## src/common/asc_pkg.sv

```systemverilog
// Shared constants for the converter sequencer control block
package asc_pkg;

  // ****************************************************************
  // Register map (indices; byte address is four times the index)
  // ****************************************************************
  localparam logic [7:0] REG_CTRL_IDX      = 8'h24;
  localparam logic [7:0] REG_RESULT_IDX    = 8'h25;
  localparam logic [7:0] REG_IRQ_STAT_IDX  = 8'h26;
  localparam logic [7:0] REG_IRQ_MASK_IDX  = 8'h27;

  // ****************************************************************
  // Status/control field positions
  // ****************************************************************
  localparam int CTRL_DONE_BIT = 7;
  localparam int CTRL_OSC_BIT  = 6;
  localparam int CTRL_PWR_BIT  = 5;
  localparam int CTRL_CH_LSB   = 0;
  localparam int CTRL_CH_W     = 3;

  // Interrupt status/mask bit positions
  localparam int IRQ_DONE_BIT  = 0;
  localparam int IRQ_ABORT_BIT = 1;
  localparam int IRQ_W         = 2;

  // ****************************************************************
  // Reset values
  // ****************************************************************
  localparam logic [7:0]       CTRL_RESET   = 8'h00;
  localparam logic [7:0]       RESULT_RESET = 8'h00;
  localparam logic [IRQ_W-1:0] IRQ_RESET    = 2'h0;

  // ****************************************************************
  // Conversion timing in converter clock cycles
  // ****************************************************************
  localparam logic [4:0] CONV_LAST   = 5'h1f;  // 32 cycles: 0..31
  localparam logic [4:0] SAMPLE_CNT  = 5'h00;
  localparam logic [1:0] DECIDE_PHASE = 2'h3;  // Bit decided every 4th cycle
  localparam logic [7:0] SAR_FIRST   = 8'h80;

  // Sequencer states
  typedef enum logic [0:0] {
    ASC_IDLE = 1'b0,
    ASC_RUN  = 1'b1
  } asc_state_t;

endpackage

```

## src/logic/asc_sar.sv

```systemverilog
// Successive-approximation code register driving the internal DAC
`timescale 1ns/1ps
module asc_sar (
  input  wire logic       clk,       // System clock
  input  wire logic       rst,       // Async reset, active high
  input  wire logic       load,      // Start a new approximation
  input  wire logic       decide,    // Resolve the current trial bit
  input  wire logic       keep,      // Comparator: sample at or above trial
  output logic [7:0]      code,      // Trial code to the DAC
  output logic [7:0]      code_next  // Code after this cycle's decision
);

  logic [7:0] code_reg;
  logic [7:0] trial_reg;
  logic [7:0] trial_next;
  wire  [7:0] resolved;

  // Clear the trial bit when the sample is below, then try the next bit
  assign resolved   = keep ? code_reg : (code_reg & ~trial_reg);
  assign trial_next = load ? asc_pkg::SAR_FIRST : (decide ? {1'b0, trial_reg[7:1]} : trial_reg);
  assign code_next  = load ? asc_pkg::SAR_FIRST : (decide ? (resolved | {1'b0, trial_reg[7:1]}) : code_reg);
  assign code       = code_reg;

  // Code and trial pointer
  always_ff @(posedge clk or posedge rst) begin
    if (rst) begin
      code_reg  <= 8'h00;
      trial_reg <= 8'h00;
    end else begin
      code_reg  <= code_next;
      trial_reg <= trial_next;
    end
  end

endmodule

```

## src/logic/asc_irq.sv

```systemverilog
// Sticky interrupt status with write-one-to-clear and mask
`timescale 1ns/1ps
module asc_irq (
  input  wire logic                      clk,       // System clock
  input  wire logic                      rst,       // Async reset, active high
  input  wire logic [asc_pkg::IRQ_W-1:0] event_in,  // Event pulses
  input  wire logic                      clr_wr,    // Write to status register
  input  wire logic                      mask_wr,   // Write to mask register
  input  wire logic [asc_pkg::IRQ_W-1:0] wdata,     // Write data
  output logic [asc_pkg::IRQ_W-1:0]      status,    // Sticky status
  output logic [asc_pkg::IRQ_W-1:0]      mask,      // Mask register
  output logic                           irq        // Level interrupt
);

  logic [asc_pkg::IRQ_W-1:0] status_reg;
  logic [asc_pkg::IRQ_W-1:0] mask_reg;
  wire  [asc_pkg::IRQ_W-1:0] clr_bits;

  // An event in the clearing cycle survives: set wins over clear
  assign clr_bits = clr_wr ? wdata : '0;
  assign status   = status_reg;
  assign mask     = mask_reg;
  assign irq      = |(status_reg & mask_reg);

  // Status and mask storage
  always_ff @(posedge clk or posedge rst) begin
    if (rst) begin
      status_reg <= asc_pkg::IRQ_RESET;
      mask_reg   <= asc_pkg::IRQ_RESET;
    end else begin
      status_reg <= (status_reg & ~clr_bits) | event_in;
      if (mask_wr) begin
        mask_reg <= wdata;
      end
    end
  end

endmodule

```

## src/logic/asc_top.sv

```systemverilog
// Converter sequencer control with Wishbone register access
`timescale 1ns/1ps
module asc_top (
  input  wire logic        clk,            // System (CPU) clock, 40 MHz
  input  wire logic        rst,            // Async reset, active high
  input  wire logic        wb_cyc_i,       // Wishbone cycle
  input  wire logic        wb_stb_i,       // Wishbone strobe
  input  wire logic        wb_we_i,        // Wishbone write enable
  input  wire logic [7:0]  wb_adr_i,       // Wishbone byte address
  input  wire logic [3:0]  wb_sel_i,       // Wishbone byte selects
  input  wire logic [31:0] wb_dat_i,       // Wishbone write data
  output logic [31:0]      wb_dat_o,       // Wishbone read data
  output logic             wb_ack_o,       // Wishbone acknowledge
  input  wire logic        cpu_wait,       // Processor in WAIT mode
  input  wire logic        cpu_stop,       // Processor in STOP mode
  input  wire logic        rc_osc_tick,    // One pulse per RC oscillator cycle
  input  wire logic        cmp_above,      // Sample at or above DAC level
  output logic             rc_osc_enable,  // Run the RC oscillator
  output logic             pump_enable,    // Charge pump and current sources
  output logic             cmp_enable,     // Comparator power
  output logic [2:0]       channel_select, // Analog multiplexer select
  output logic             sample_hold,    // Sample pulse to the hold capacitor
  output logic [7:0]       dac_code,       // Trial code to the internal DAC
  output logic             irq             // Level interrupt
);

  // ****************************************************************
  // Register bus decode
  // ****************************************************************
  logic                    ack_reg;
  logic [31:0]             dat_reg;
  logic [31:0]             dat_next;
  wire                     bus_req;
  wire                     wr_lane;
  wire                     hit_ctrl;
  wire                     hit_result;
  wire                     hit_stat;
  wire                     hit_mask;
  wire                     ctrl_wr;
  wire                     result_rd;

  // Request taken on the first cycle; ack follows one cycle later
  assign bus_req    = wb_cyc_i & wb_stb_i & ~ack_reg;
  assign wr_lane    = wb_we_i & wb_sel_i[0];
  assign hit_ctrl   = wb_adr_i[7:2] == asc_pkg::REG_CTRL_IDX[5:0];
  assign hit_result = wb_adr_i[7:2] == asc_pkg::REG_RESULT_IDX[5:0];
  assign hit_stat   = wb_adr_i[7:2] == asc_pkg::REG_IRQ_STAT_IDX[5:0];
  assign hit_mask   = wb_adr_i[7:2] == asc_pkg::REG_IRQ_MASK_IDX[5:0];
  assign ctrl_wr    = bus_req & wr_lane & hit_ctrl;
  assign result_rd  = bus_req & ~wb_we_i & hit_result;
  assign wb_ack_o   = ack_reg;
  assign wb_dat_o   = dat_reg;

  // ****************************************************************
  // Control register and converter clock choice
  // ****************************************************************
  logic [7:0]              ctrl_reg;
  wire                     osc_sel;
  wire                     power_on;
  wire                     running_power;
  wire                     conv_step;

  assign osc_sel        = ctrl_reg[asc_pkg::CTRL_OSC_BIT];
  assign power_on       = ctrl_reg[asc_pkg::CTRL_PWR_BIT];
  assign channel_select = ctrl_reg[asc_pkg::CTRL_CH_LSB +: asc_pkg::CTRL_CH_W];
  // WAIT is deliberately not a term here: the converter keeps going
  assign running_power  = power_on & ~cpu_stop;
  assign pump_enable    = running_power;
  assign cmp_enable     = running_power;
  // Oscillator follows power so clearing power stops it when selected
  assign rc_osc_enable  = osc_sel & running_power;
  // RC tick when selected, else every CPU clock; CPU clock must be 1 MHz or more
  assign conv_step      = osc_sel ? rc_osc_tick : 1'b1;

  // Writable control bits; the completion bit lives elsewhere
  always_ff @(posedge clk or posedge rst) begin
    if (rst) begin
      ctrl_reg <= asc_pkg::CTRL_RESET;
    end else if (ctrl_wr) begin
      ctrl_reg <= {1'b0, wb_dat_i[6:5], 2'b00, wb_dat_i[2:0]};
    end
  end

  // ****************************************************************
  // Conversion sequencer
  // ****************************************************************
  asc_pkg::asc_state_t     state_reg;
  asc_pkg::asc_state_t     state_next;
  logic [4:0]              cnt_reg;
  logic [4:0]              cnt_next;
  logic [7:0]              result_reg;
  logic                    done_reg;
  logic [7:0]              sar_next;
  wire                     running;
  wire                     at_sample;
  wire                     decide;
  wire                     conv_end;
  wire                     abort_evt;

  assign running   = state_reg == asc_pkg::ASC_RUN;
  assign at_sample = running & conv_step & (cnt_reg == asc_pkg::SAMPLE_CNT);
  // Hold capacitor sampled once, at cycle zero of each conversion
  assign sample_hold = at_sample;
  // One bit resolved every fourth cycle; the eighth lands on cycle 31
  assign decide    = running & conv_step & (cnt_reg[1:0] == asc_pkg::DECIDE_PHASE);
  assign conv_end  = running & conv_step & (cnt_reg == asc_pkg::CONV_LAST);
  assign abort_evt = running & cpu_stop;

  // Next state: a control write (re)starts unless STOP is high; STOP aborts
  always_comb begin
    state_next = state_reg;
    unique case (state_reg)
      asc_pkg::ASC_IDLE: begin
        // No software delay after STOP: the wake-up delay already covers settling
        if (ctrl_wr && !cpu_stop) begin
          state_next = asc_pkg::ASC_RUN;
        end
      end
      asc_pkg::ASC_RUN: begin
        if (cpu_stop) begin
          state_next = asc_pkg::ASC_IDLE;
        end
      end
    endcase
  end

  // Cycle count wraps after 31 so conversions run back to back
  assign cnt_next = (ctrl_wr || !running) ? asc_pkg::SAMPLE_CNT :
                    (conv_step ? cnt_reg + 5'h01 : cnt_reg);

  always_ff @(posedge clk or posedge rst) begin
    if (rst) begin
      state_reg <= asc_pkg::ASC_IDLE;
      cnt_reg   <= asc_pkg::SAMPLE_CNT;
    end else begin
      state_reg <= state_next;
      cnt_reg   <= cnt_next;
    end
  end

  // Trial code register; always-keep comparator saturates at ff
  asc_sar u_sar (
    .clk       (clk),
    .rst       (rst),
    .load      (at_sample),
    .decide    (decide),
    .keep      (cmp_above),
    .code      (dac_code),
    .code_next (sar_next)
  );

  // Result loads with the flag; old result is simply overwritten
  always_ff @(posedge clk or posedge rst) begin
    if (rst) begin
      result_reg <= asc_pkg::RESULT_RESET;
    end else if (conv_end && !ctrl_wr) begin
      result_reg <= sar_next;
    end
  end

  // Completion flag: setting wins over a read in the same cycle
  always_ff @(posedge clk or posedge rst) begin
    if (rst) begin
      done_reg <= 1'b0;
    end else if (conv_end && !ctrl_wr) begin
      done_reg <= 1'b1;
    end else if (ctrl_wr || result_rd) begin
      done_reg <= 1'b0;
    end
  end

  // ****************************************************************
  // Interrupts
  // ****************************************************************
  logic [asc_pkg::IRQ_W-1:0] irq_status;
  logic [asc_pkg::IRQ_W-1:0] irq_mask;
  wire  [asc_pkg::IRQ_W-1:0] irq_events;
  wire                       irq_stat_wr;
  wire                       irq_mask_wr;

  // Completion event is suppressed when a control write restarts in the same cycle
  assign irq_events  = {abort_evt, conv_end & ~ctrl_wr};
  assign irq_stat_wr = bus_req & wr_lane & hit_stat;
  assign irq_mask_wr = bus_req & wr_lane & hit_mask;

  asc_irq u_irq (
    .clk      (clk),
    .rst      (rst),
    .event_in (irq_events),
    .clr_wr   (irq_stat_wr),
    .mask_wr  (irq_mask_wr),
    .wdata    (wb_dat_i[asc_pkg::IRQ_W-1:0]),
    .status   (irq_status),
    .mask     (irq_mask),
    .irq      (irq)
  );

  // ****************************************************************
  // Read data and acknowledge
  // ****************************************************************
  // Unmapped addresses still ack, with zero data
  always_comb begin
    dat_next = 32'h0000_0000;
    if (hit_ctrl) begin
      dat_next[7:0] = {done_reg, ctrl_reg[6:0]};
    end else if (hit_result) begin
      dat_next[7:0] = result_reg;
    end else if (hit_stat) begin
      dat_next[asc_pkg::IRQ_W-1:0] = irq_status;
    end else if (hit_mask) begin
      dat_next[asc_pkg::IRQ_W-1:0] = irq_mask;
    end
  end

  always_ff @(posedge clk or posedge rst) begin
    if (rst) begin
      ack_reg <= 1'b0;
      dat_reg <= 32'h0000_0000;
    end else begin
      ack_reg <= bus_req;
      if (bus_req && !wb_we_i) begin
        dat_reg <= dat_next;
      end
    end
  end

  // ****************************************************************
  // Checks
  // ****************************************************************
  logic [7:0] since_sample_reg;

  // Helper: CPU clocks since the last sample pulse
  always_ff @(posedge clk or posedge rst) begin
    if (rst) begin
      since_sample_reg <= 8'h00;
    end else if (at_sample) begin
      since_sample_reg <= 8'h00;
    end else if (since_sample_reg != 8'hff) begin
      since_sample_reg <= since_sample_reg + 8'h01;
    end
  end
endmodule

```

## config.mk

```make
export PLATFORM = sky130hd
export DESIGN_NAME = asc_top
export DESIGN_NICKNAME = d
export VERILOG_FILES = /design/src/common/asc_pkg.sv /design/src/logic/asc_sar.sv /design/src/logic/asc_irq.sv /design/src/logic/asc_top.sv
export SDC_FILE = /design/constraint.sdc
export NUM_CORES = 1
export LEC_CHECK = 0
export ABC_AREA = 1
export BUFFER_PORTS_ARGS = -buffer_cell sky130_fd_sc_hd__buf_4
export CORE_ASPECT_RATIO = 1.2
export CORE_UTILIZATION = 53
export CTS_BUF_LIST = sky130_fd_sc_hd__clkbuf_4 sky130_fd_sc_hd__clkbuf_8 sky130_fd_sc_hd__clkbuf_16
export CTS_CLUSTER_DIAMETER = 120
export CTS_CLUSTER_SIZE = 10
export DETAILED_ROUTE_END_ITERATION = 7
export PLACE_DENSITY = 0.93
export SLEW_MARGIN = 25
export SYNTH_ARGS = -nofsm -noshare
export SYNTH_HDL_FRONTEND = slang
export SYNTH_SLANG_ARGS = --single-unit
```

## constraint.sdc

```tcl
create_clock -name clk -period 2.2 [get_ports clk]
set_input_delay 0.22 -clock clk [delete_from_list [all_inputs] [get_ports clk]]
set_output_delay 0.22 -clock clk [all_outputs]
set_load 0.01 [all_outputs]
```

==> results.cfg <==
[synthesis]
share_of_the_synthesized_area_in_the_top_cell_type = 0.461
ys_ff_latch = 49
post_synth_and_or_nand_nor_area_fraction = 0.296
synth_area_per_cell_um2 = 7.94
synth_compound_area_frac = 0.0588
number_of_flops_mapped_to_enable_cells_by_yosys = 0
synthTopCellsByArea = sky130_fd_sc_hd__dfrtp_1, sky130_fd_sc_hd__nand2_1, sky130_fd_sc_hd__buf_4
synthAdderAreaFrac = 0.0141
synth_xor_area_frac = 0.00659
post_synth_inst_count = 335
synth_top_area_cell = sky130_fd_sc_hd__dfrtp_1
synthMuxAreaShare = 0
ys.warnings.count = 0
seq_area_frac_synth = 0.461
post_synth_most_frequent_cells = sky130_fd_sc_hd__nand2_1, sky130_fd_sc_hd__dfrtp_1, sky130_fd_sc_hd__inv_1
synth_top_family_by_area = simple AND/OR/NAND/NOR gates
yosys.cell_count.top_type = sky130_fd_sc_hd__nand2_1
syn-cell-area_um2 = 2660
synth_async_sr_flop_share = 1.00
synth_cell_types = 29
synthFlopType = sky130_fd_sc_hd__dfrtp_1

[timing]
max_freq_mhz = 523
timing_worst_slew_pin_value_ps = 612
final_clock_period_utilization_by_the_worst_path = 0.869
rsz0062_at_grt = false
min_period_ps = 1910
setup_viol = 0
layout_setup_ws_ps = 288
final-max-slew-violation-count = 0
final.setup_skew_ps = 11.0
timing_hold_violations_final = 0
total_negative_slack_for_setup_checks_ps = 0
timing.max_slew.rel_slack = 0.592

[clocking]
cts-hold-fix-buffers = 0
worst_setup_hold_path_clk_slew_ps = 90
cts_max_level = 2
worst_skew_pair.late_latency_ps = 310
cts.root.buffer_cell = sky130_fd_sc_hd__clkbuf_8
cts_tree = done
cts_max_path_buffers = 2
cts_sinks = 49
cts-buffers-inserted = 5
cts.repair_timing.setup_buffer_count = 0
cts_resized = 0

[global_routing]
grt_overflow = 0
first_global_vias = 2010
grt_start_max_net_pins = 50
grt_pass1_wl_um = 8660
globalRouteTotalUtil = 0.215
initial_antenna_violation_count = 0

[worst_setup_path]
r2r_slack_ps = 610
worst_ep_required_time_ps = 1980
critical_path.max_fanout = 18
critPathCaptureType = primary output
worstSetupStartpointType = flop
critical_path_class = flop to primary output
worstPathArrival_ps = 1690

[detailed_routing]
wirelength_um = 5270
ant_nets = 0
drcViolationCount = 0
detailroute.via_count = 2150
pre_antenna_drt_iters = 4
route.detailed.wl_per_inst_um = 12.1
drtIter0Drc = 94
vias_per_cell = 4.92

[final_layout]
final_area_um2 = 3000
flow.area_growth_from_synthesis_pct = 12.8
final_nets = 434
antenna_cells = 0
fraction_of_final_layout_cells_with_drive_strength_greater_than_1 = 0.185

[placement]
cell_area_placed_um2 = 2910
place.gp.congestion = 0.845
pre_cts_slack_ps = 606
io_buffers = 44
hpwlAfterDp_um = 3950

[die]
initial_utilization = 0.566
design.die.area_um2 = 5310
design.portCount = 102
chipHeight_um = 79.6
design.core.area_um2 = 4700
fp.dieW_um = 66.7
core.rowCount = 27

[worst_hold_path]
hold_path.class = input pin to asynchronous set/reset pin

[power_and_ir_drop]
vdd_ir_drop_max_mv = 0.443
powerDensity_nw_per_um2 = 574
p_leak_nw = 1.69

[job]
max_cap_violations = 0

[run_status]
run_status = finished clean
## final timing paths
kind,to,start,depth (start not counted)
min reg2reg,wb_ack_o,wb_ack_o,1
min,ctrl_reg[5],rst,3
max reg2reg,result_reg[0],cnt_reg[0],7
max,sample_hold,cnt_reg[0],7
min in group clk,running,cpu_stop,2
max in group asynchronous,running,rst,3
## report_power, final
| part | leakage [nW] | internal (mW) | switching (mW) |
|---|---|---|---|
| logic | 1.03 | 0.0861 | 0.133 |
| clock network | 0.0445 | 0.226 | 0.317 |
| registers | 0.617 | 0.936 | 0.0251 |
## worst max-delay path, stage by stage (launching register included)
cell and delay, ps:
sky130_fd_sc_hd__dfrtp_1 420, sky130_fd_sc_hd__inv_1 90, sky130_fd_sc_hd__ha_1 160, sky130_fd_sc_hd__nand2_1 60
sky130_fd_sc_hd__nor2_1 180, sky130_fd_sc_hd__nand2_4 160, sky130_fd_sc_hd__inv_2 170, sky130_fd_sc_hd__buf_4 140
## through the flow
step	hold WS [ps]	cells	util	total power [mW]
floorplan	283	358	-	1.14
finish	67.7	437	0.639	1.72
global route	79.6	437	0.639	1.80
CTS	81.3	437	0.639	1.73
global placement	406	429	0.620	1.19
detailed placement	406	429	0.620	1.20
## kinds of logic (layout without fill, tap and decap cells)
logic type,count (synthesis),after routing
AND/OR/NAND/NOR,170,170
buffers and inverters,81,102
other,1,24
XOR/XNOR,2,2
adder cells (fa/ha/maj),3,3
AO/OA/AOI/OAI,29,29
flip-flops,49,49
## final cells by class
class	count	area, um2
Inverter	49	186
Fill cell	437	1690
Clock inverter	3	21.3
Tap cell	58	72.6
Sequential cell	49	1230
Clock buffer	5	68.8
Multi-Input combinational cell	228	1090
Timing Repair Buffer	45	338
## layer usage
layer | vias to the layer above | global-route usage | wire, um
met2 | 60 | 0.378 | 2760
met3 | 9 | 0.0400 | 232
li1 | 1073 | - | -
met5 | - | 0 | 0
met4 | 0 | 0.0702 | 94
met1 | 1008 | 0.262 | 2180
## layout by cell type, fill, tap and decap left out, types with 2 or more instances in the layout
cell type / netlist / routed
sky130_fd_sc_hd__nand2_1: 89 / 89
sky130_fd_sc_hd__dfrtp_1: 49 / 49
sky130_fd_sc_hd__buf_4: 29 / 45
sky130_fd_sc_hd__inv_1: 45 / 44
sky130_fd_sc_hd__nand3_1: 32 / 32
sky130_fd_sc_hd__nor2_1: 27 / 27
sky130_fd_sc_hd__conb_1: 1 / 24
sky130_fd_sc_hd__o21ai_0: 16 / 16
sky130_fd_sc_hd__nor3_1: 7 / 7
sky130_fd_sc_hd__o21ai_1: 5 / 5
sky130_fd_sc_hd__clkbuf_8: 0 / 5
sky130_fd_sc_hd__inv_2: 3 / 4
sky130_fd_sc_hd__a21oi_1: 4 / 4
sky130_fd_sc_hd__ha_1: 3 / 3
sky130_fd_sc_hd__nand2_4: 2 / 2
sky130_fd_sc_hd__nand2_2: 2 / 2
sky130_fd_sc_hd__nor2_2: 2 / 2
sky130_fd_sc_hd__nor2_4: 2 / 2
sky130_fd_sc_hd__nor2_8: 2 / 2
sky130_fd_sc_hd__xor2_1: 2 / 2
sky130_fd_sc_hd__nand4_1: 2 / 2
sky130_fd_sc_hd__o211ai_1: 2 / 2
Note: power is estimated with default switching activity, not from simulation.
